### config.mk
export PLATFORM = sky130hd
export DESIGN_NAME = wpm_regs
export DESIGN_NICKNAME = d
export VERILOG_FILES = /design/src/wpm_pkg.sv /design/src/wpm_regs.sv
export SDC_FILE = /design/constraint.sdc
export NUM_CORES = 1
export LEC_CHECK = 0
export BUFFER_PORTS_ARGS = -buffer_cell sky130_fd_sc_hd__buf_2
export CAP_MARGIN = 20
export CORE_MARGIN = 5
export CORE_UTILIZATION = 37
export CTS_CLUSTER_SIZE = 12
export DETAILED_ROUTE_END_ITERATION = 7
export PLACE_DENSITY = 0.65
export SKIP_CTS_REPAIR_TIMING = 1
export SLEW_MARGIN = 20
export SYNTH_ARGS = -nofsm -noshare
export SYNTH_HDL_FRONTEND = slang
export SYNTH_SLANG_ARGS = --single-unit
### constraint.sdc
create_clock -name clk_i -period 4.8 [get_ports clk_i]
set_clock_uncertainty 0.15 [all_clocks]
set_input_delay 0.96 -clock clk_i [delete_from_list [all_inputs] [get_ports clk_i]]
set_output_delay 0.96 -clock clk_i [all_outputs]
set_load 0.01 [all_outputs]
### src/wpm_pkg.sv
`default_nettype none
package wpm_pkg;

   localparam int unsigned NUM_CH       = 2;
   localparam int unsigned CH_AMP       = 0;
   localparam int unsigned CH_PHASE     = 1;

   // address bit 6 selects register space B
   localparam int unsigned ADDR_SPACE_BIT = 6;
   localparam logic        SPACE_A        = 1'b0;
   localparam logic        SPACE_B        = 1'b1;

   // per channel offsets, index 0 amplitude, index 1 phase
   localparam logic [NUM_CH-1:0][5:0] OFF_CFG = {6'h37, 6'h33};
   localparam logic [NUM_CH-1:0][5:0] OFF_REF = {6'h38, 6'h34};
   localparam logic [NUM_CH-1:0][5:0] OFF_AVG = {6'h39, 6'h35};
   localparam logic [NUM_CH-1:0][5:0] OFF_RES = {6'h3a, 6'h36};
   localparam logic [5:0]             OFF_TRIM = 6'h39;

   // configuration field positions
   localparam int unsigned CFG_DELTA_HI = 7;
   localparam int unsigned CFG_DELTA_LO = 4;
   localparam int unsigned CFG_INCL     = 3;
   localparam int unsigned CFG_WGT_HI   = 2;
   localparam int unsigned CFG_WGT_LO   = 1;
   localparam int unsigned CFG_SRC      = 0;

   localparam logic [7:0] CFG_RST  = 8'h00;
   localparam logic [7:0] REF_RST  = 8'h00;
   localparam logic [7:0] AVG_RST  = 8'h00;
   localparam logic [7:0] RES_RST  = 8'h00;
   localparam logic [2:0] TRIM_RST = 3'h0;
   localparam logic [2:0] TRIM_CENTRE = 3'h3;
   localparam int unsigned TRIM_W  = 3;

   // weight code 0 means 4, i.e. a shift of two
   localparam logic [2:0] WGT_SHIFT_BASE = 3'h2;

   typedef struct packed {
      logic [3:0] delta;
      logic       incl;
      logic [1:0] weight;
      logic       src;
   } wpm_cfg_t;

   typedef struct packed {
      logic       valid;
      logic [7:0] value;
   } wpm_meas_t;

   typedef struct packed {
      logic [6:0] addr;
      logic [7:0] wdata;
      logic       wr;
      logic       rd;
   } wpm_bus_t;

endpackage
`default_nettype wire

### src/wpm_regs.sv
// What this block does
// report three-bit oscillator trim code; 011b centre, eight 12 % steps
// config bits 7:4 give phase difference threshold for wake-up event
// config bit 3: trigger sample joins average when set, not when clear
// config bits 2:1 pick newest-sample weight 4, 8, 16 or 32
// config bit 0 picks reference: register when clear, average when set
// phase reference register, read-write at 38h space A, resets zero
// phase running average, read-only at 39h space A, resets zero
// latest phase result readable at 3Ah space A, resets zero
// amplitude running average, read-only at 35h space A, resets zero
// latest amplitude result readable at 36h space A, resets zero
// trim readout at 39h space B: bits 7:3 read zero, 2:0 code
// amplitude wake-up uses amplitude reference register when select clear
// amplitude reference register, read-write at 34h space A, resets zero
// each sample that R3 lets join moves average by (sample minus average) over weight
// wake-up event when |sample - reference| exceeds threshold
//
// The strobed register port was left to the implementer.
`timescale 1ns/1ps
`default_nettype none
module wpm_regs
   import wpm_pkg::*;
(
   input  wire logic                clk_i,
   input  wire logic                rst_i,
   input  wire wpm_bus_t            bus_i,
   output logic      [7:0]          rd_data_o,
   input  wire wpm_meas_t           amp_meas_i,
   input  wire wpm_meas_t           phase_meas_i,
   input  wire logic [TRIM_W-1:0]   osc_trim_i,
   output logic                     amp_wake_o,
   output logic                     phase_wake_o
);

   function automatic logic hit(input logic [6:0] addr,
                                input logic       space,
                                input logic [5:0] off);
      hit = (addr[ADDR_SPACE_BIT] == space) && (addr[5:0] == off);
   endfunction

   // floor rounding on a negative step never overshoots the sample
   function automatic logic [7:0] avg_step(input logic [7:0] avg,
                                           input logic [7:0] smp,
                                           input logic [1:0] wgt);
      logic signed [8:0] diff;
      logic signed [8:0] step;
      logic        [2:0] sh;
      logic        [8:0] sum;
      diff = signed'({1'b0, smp}) - signed'({1'b0, avg});
      sh   = {1'b0, wgt} + WGT_SHIFT_BASE;
      step = diff >>> sh;
      sum  = {1'b0, avg} + unsigned'(step);
      avg_step = sum[7:0];
   endfunction

   function automatic logic beyond(input logic [7:0] smp,
                                   input logic [7:0] refv,
                                   input logic [3:0] delta);
      logic [7:0] mag;
      mag    = (smp >= refv) ? (smp - refv) : (refv - smp);
      beyond = mag > {4'h0, delta};
   endfunction

   wpm_meas_t          meas      [NUM_CH];
   wpm_cfg_t           cfg       [NUM_CH];
   logic [7:0]         cfg_q     [NUM_CH];
   logic [7:0]         ref_q     [NUM_CH];
   logic [7:0]         avg_q     [NUM_CH];
   logic [7:0]         res_q     [NUM_CH];
   logic [7:0]         ref_sel   [NUM_CH];
   logic [NUM_CH-1:0]  trig;
   logic [NUM_CH-1:0]  wake_q;
   logic [TRIM_W-1:0]  trim_q;
   logic [7:0]         rd_q;

   assign meas[CH_AMP]   = amp_meas_i;
   assign meas[CH_PHASE] = phase_meas_i;

   for (genvar ch = 0; ch < NUM_CH; ch++) begin : g_ch
      assign cfg[ch] = wpm_cfg_t'(cfg_q[ch]);

      // field layout per channel
      always_ff @(posedge clk_i) begin
         if (rst_i) begin
            cfg_q[ch] <= CFG_RST;
         end else if (bus_i.wr && hit(bus_i.addr, SPACE_A, OFF_CFG[ch])) begin
            cfg_q[ch] <= bus_i.wdata;
         end
      end

      // software reference
      always_ff @(posedge clk_i) begin
         if (rst_i) begin
            ref_q[ch] <= REF_RST;
         end else if (bus_i.wr && hit(bus_i.addr, SPACE_A, OFF_REF[ch])) begin
            ref_q[ch] <= bus_i.wdata;
         end
      end

      // reference choice
      assign ref_sel[ch] = cfg[ch].src ? avg_q[ch] : ref_q[ch];

      // threshold compare
      assign trig[ch] = meas[ch].valid
                      && beyond(meas[ch].value, ref_sel[ch], cfg[ch].delta);

      // latest result
      always_ff @(posedge clk_i) begin
         if (rst_i) begin
            res_q[ch] <= RES_RST;
         end else if (meas[ch].valid) begin
            res_q[ch] <= meas[ch].value;
         end
      end

      // running average, trigger sample gated
      always_ff @(posedge clk_i) begin
         if (rst_i) begin
            avg_q[ch] <= AVG_RST;
         end else if (meas[ch].valid && (!trig[ch] || cfg[ch].incl)) begin
            avg_q[ch] <= avg_step(avg_q[ch], meas[ch].value, cfg[ch].weight);
         end
      end

      // one-cycle wake-up pulse per offending sample
      always_ff @(posedge clk_i) begin
         if (rst_i) begin
            wake_q[ch] <= 1'b0;
         end else begin
            wake_q[ch] <= trig[ch];
         end
      end
   end

   // trim code comes from calibration logic on this clock
   always_ff @(posedge clk_i) begin
      if (rst_i) begin
         trim_q <= TRIM_RST;
      end else begin
         trim_q <= osc_trim_i;
      end
   end

   // reads have no side effects; unmapped and idle cycles give zero
   always_ff @(posedge clk_i) begin
      if (rst_i) begin
         rd_q <= 8'h00;
      end else if (bus_i.rd) begin
         rd_q <= 8'h00;
         for (int ch = 0; ch < NUM_CH; ch++) begin
            if (hit(bus_i.addr, SPACE_A, OFF_CFG[ch])) begin
               rd_q <= cfg_q[ch];
            end
            if (hit(bus_i.addr, SPACE_A, OFF_REF[ch])) begin
               rd_q <= ref_q[ch];
            end
            if (hit(bus_i.addr, SPACE_A, OFF_AVG[ch])) begin
               rd_q <= avg_q[ch];
            end
            if (hit(bus_i.addr, SPACE_A, OFF_RES[ch])) begin
               rd_q <= res_q[ch];
            end
         end
         if (hit(bus_i.addr, SPACE_B, OFF_TRIM)) begin
            rd_q <= {5'h00, trim_q};
         end
      end else begin
         rd_q <= 8'h00;
      end
   end

   assign rd_data_o    = rd_q;
   assign amp_wake_o   = wake_q[CH_AMP];
   assign phase_wake_o = wake_q[CH_PHASE];

endmodule
`default_nettype wire

# After elaboration in Yosys (flattened, before gate mapping)

Memory sizes are Yosys's and may differ from the RTL's.
Cells that the tools add are included.

Input port bits: 40
Register bits after elaboration: 13
Logic and storage cells: 113
Memories kept: 4
RAM bits: 64
Output and inout bits: 10

Memories:

| memory | depth | width | rd ports | clocked after memory_dff | wr ports | RTL line       | RTL |
|---|---|---|---|---|---|---|---|
| avg_q  | 2     | 8     | 2        | 0                        | 2        | wpm_regs.sv:68 | `logic [7:0] avg_q [NUM_CH];` |
| cfg_q  | 2     | 8     | 2        | 0                        | 2        | wpm_regs.sv:66 | `logic [7:0] cfg_q [NUM_CH];` |
| ref_q  | 2     | 8     | 2        | 0                        | 2        | wpm_regs.sv:67 | `logic [7:0] ref_q [NUM_CH];` |
| res_q  | 2     | 8     | 2        | 0                        | 2        | wpm_regs.sv:69 | `logic [7:0] res_q [NUM_CH];` |

Add/subtract/negate cells: 10
Muxes and demuxes: 47
Order comparisons: 4
Equality and inequality tests: 8
Bitwise operators: 10
Reduce and logical (&&, ||, !) cells: 23
Shift-type cells: 2

Operator list:

| operator              | number |
|---|---|
| $mux W8               | 20 |
| $eq A6 B6 Y1 const B  | 8 |
| $sub A8 B8 Y8         | 4 |
| $mux W1               | 26 |
| $sshr A9 B3 Y8        | 2 |
| $sub A8 B8 Y9         | 2 |
| $logic_and A1 B1 Y1   | 17 |
| $add A8 B8 Y8         | 2 |
| $ge A8 B8 Y1          | 2 |
| $gt A8 B4 Y1          | 2 |
| $or A1 B1 Y1          | 8 |
| $add A2 B2 Y3 const B | 2 |
| $mux W3               | 1 |
| $reduce_or A3 Y1      | 1 |
| $logic_not A1 Y1      | 2 |
| $logic_or A1 B1 Y1    | 2 |
| $not A1 Y1            | 2 |
| $reduce_or A2 Y1      | 1 |

# Depth between registers and ports, before layout

An unclocked memory read counts as a cell.

Depth after elaboration: 13
Mapped depth: 18
Depth with buffers taken out: 17

# Least setup slack after synthesis

No wires, ideal clock.

Kind: reg-to-reg
Start: memory cfg_q[0][0]
End: memory avg_q[0][0], enable pin
Data required time: 4275 ps
Stages on the path, launching flop included: 18
Arrival time: 4543 ps
Library setup time: 375 ps
Period minus slack after synthesis: 5068 ps
Setup slack: -268 ps
Path buffers: 2
Cell sequence: edfxtp_1 > clkbuf_1 > mux2i_1 > inv_1 > ha_1 > buf_6 > a21o_1 > a2111oi_4 > o2bb2ai_2 > mux2_2 > ha_1 > nor2b_1 > o21a_1 > o21a_1 > o21a_1 > a311oi_1 > a41oi_2 > o21bai_1

RTL lines:

| what               | RTL line |
|---|---|
| start: declaration | wpm_regs.sv:66 |
| end: declaration   | wpm_regs.sv:68 |

==> results_dict.tcl <==
set metrics [dict create \
    placed_area_sq_um 7306 \
    met1_usage_pct 25.02 \
    dp_hpwl_um 14390 \
    finalNonFillerCells 1001 \
    clock_latency_ns 0.34 \
    yosys_warnings 0 \
    hold_ws_ns 0.4259 \
    max_freq_ghz 0.2194 \
    synth_area_leaders "edfxtp_1, ha_1, mux2i_1" \
    whs_path_depth 2 \
    cap_violations 0 \
    grt_start_max_net_pins 25 \
    worstPathMaxFanout 8 \
    clock_power_share_pct 27.1 \
    cts_root_buffer "clkbuf_16" \
    period_needed_ns 4.558 \
    p_int_mw 1.745 \
    path_clk_slew_ns 0.06 \
    path_class "flop to flop" \
    die_area_sq_um 20600 \
    seq_area_frac_synth_pct 33.09 \
    yosysTopAreaCell "edfxtp_1" \
    cts_made_buffers 9 \
    portBuffers 49 \
    cts_sinks 77 \
    die_h_um 143.5 \
    hold-path-endpoint "rd_data_o[2]" \
    routabilityCongestion 0.8993 \
    cts_max_path_buffers 2 \
    fin_tns_setup_ns 0 \
    p_sw_share_pct 34.28 \
    synth_top_area_share_pct 29.14 \
    nNetsFinal 883 \
    critPathCaptureType "flop" \
    synth_commonest_cells "inv_1, ha_1, edfxtp_1" \
    slew_headroom_pct 24.05 \
    place_ws_ns -0.07602 \
    slew_violations 0 \
    peakVddDrop_v 0.0002335 \
    synthCells 698 \
    final.period_utilization_pct 94.97 \
    row_count 48 \
    yosysMostFrequentCell "inv_1" \
    reg2reg_from "cfg_q[1][0]" \
    rsz0062_at_grt "no" \
    synth_seq_cells 77 \
    leakage_nw 3.350 \
    r2r_end "avg_q[1][5]" \
    stdcell_area_sq_um 7640 \
    wire_per_inst_um 17.72 \
    antenna_cells 0 \
    use_met2_pct 27.12 \
    finalSetupViolCount 0 \
    core_area_sq_um 17420 \
    initial_core_util_pct 37.87 \
    power.total_mw 2.656 \
    r2r_cells 17 \
    async_flop_share_pct 0 \
    worst_slew_pin_slew_ns 1.131 \
    vias_per_cell 5.490 \
    ant_nets 0 \
    min_path_type "flop to flop" \
    syn2layout_area_growth_pct 15.84 \
    use_met3_pct 3.261 \
    syn_area_sq_um 6595 \
    fin_util_pct 43.86 \
    grt_first_pass_wirelength_um 27800 \
    h-tree-depth 3 \
    drive_above_1_share_pct 17.53 \
    power.density_nw_per_um2 347.6 \
    route.detailed.drc 0 \
    p_comb_share_pct 41.6 \
    worst_setup_path_start_kind "flop" \
    hp-start "trim_q[2]" \
    crit_required_ns 4.70 \
    power_switching_mw 0.9104 \
    finalHoldViolations 0 \
    io_pins 50 \
    synth_edf_count 64 \
    first_global_vias 5289 \
    cts_tree "built" \
    num_vias 5495 \
    dr.first_iter.drc_count 435 \
    first_pass_iters 8 \
    grt_overflow 0 \
    busiest_layer "met2" \
    worstPathArrival_ns 4.46 \
    wirelength_um 17730 \
    avgSynthCellArea_sq_um 9.449 \
    grt_usage_pct 17.46 \
    ys_dominant_reg_cell "edfxtp_1" \
    r2r_slack_ns 0.24 \
    synthesis.nets 810 \
    synth.distinct_cells 71 \
    worst_slack_ns 0.2416 \
    status "finished, final reports clean" \
    antenna_found_initial 1 \
    seqPwrFrac_pct 31.2 \
    place_inst 985 \
    die_x_um 143.5 \
]
-- cells by family after synthesis --
family,Yosys count,share of synthesized area [%]
adder cells (fa/ha/maj),72,14.34
AND/OR/NAND/NOR,194,15.27
buffers and inverters,96,5.919
flip-flops,77,33.09
XOR/XNOR,27,3.700
AO/OA/AOI/OAI,195,21.95
multiplexers,37,5.729
-- worst max-delay path, cell delays in order (launching register included) --
cell	delay [ns]
edfxtp_1	0.54
buf_4	0.21
mux2i_1	0.31
inv_1	0.08
ha_1	0.29
and3_1	0.21
o21ai_2	0.10
a311oi_4	0.32
mux2_2	0.38
ha_1	0.29
nor2b_1	0.13
o21a_1	0.15
o21ai_0	0.15
nand2b_1	0.09
a221oi_2	0.34
a41oi_4	0.17
o21bai_1	0.17
buf_4	0.19
-- worst max-delay path by stage --
stage | depth (start not counted) | start | slack (ns) | end
after global placement | 17 | amp_meas_i[0] | 0.02 | avg_q[0][6]
after detailed placement | 17 | amp_meas_i[0] | -0.08 | avg_q[0][7]
after floorplan | 15 | amp_meas_i[4] | 0.0003 | avg_q[0][0]
after CTS | 16 | cfg_q[0][0] | 0.22 | avg_q[0][6]
after global routing | 17 | cfg_q[1][0] | 0.01 | avg_q[1][5]
final | 17 | cfg_q[1][0] | 0.24 | avg_q[1][5]
-- per-layer routing --
layer | share of wire [%] | wire, um | vias up
li1 | - | - | 2711
met1 | 47 | 8331 | 2576
met2 | 44 | 7885 | 175
met3 | 6.7 | 1183 | 31
met4 | 1.8 | 326 | 2
met5 | 0.039 | 7 | -
-- state kept, by name, indices dropped and copies added, names as in the netlist --
register      count
ref_q            16
avg_q            16
trim_q            3
rd_data_o         8
res_q            16
amp_wake_o        1
cfg_q            16
phase_wake_o      1
-- power groups by stage --
stage / combinational, mW / sequential [mW] / clock (mW)
6_report: 1.11 / 0.829 / 0.721
4_1_cts: 1.09 / 0.827 / 0.731
2_1_floorplan: 0.808 / 0.817 / 0
3_3_place_gp: 1.08 / 0.841 / 0
3_5_place_dp: 1.09 / 0.841 / 0
5_1_grt: 1.23 / 0.832 / 0.763
-- cell type report --
class	instances	area [sq um]
fill	1672	9777
clock inverter	4	75.07
sequential	77	2182
inverter	68	255.2
clock buffer	12	236.5
tap	225	281.5
multi-input combinational	525	4056
timing repair buffer	90	553.0
-- placed cells by master, fill, tap and decap left out, types with 6 or more instances in the layout --
master	count
mux2i_1	30
clkbuf_16	9
ha_1	66
a21o_1	19
xor2_1	8
nor2_1	46
o21a_1	9
a31oi_1	11
a22oi_1	15
nand4_1	6
dfxtp_1	13
and2_1	42
nor3_1	21
nand2b_1	11
buf_4	41
edfxtp_1	64
inv_1	67
nor2b_1	9
o21bai_1	6
a211oi_1	10
or2_2	7
a21oi_1	39
fa_1	6
mux2_2	6
xnor2_1	18
nand2_1	30
o21ai_0	31
buf_2	49
a221o_1	7
(Power assumes the default switching activity.)
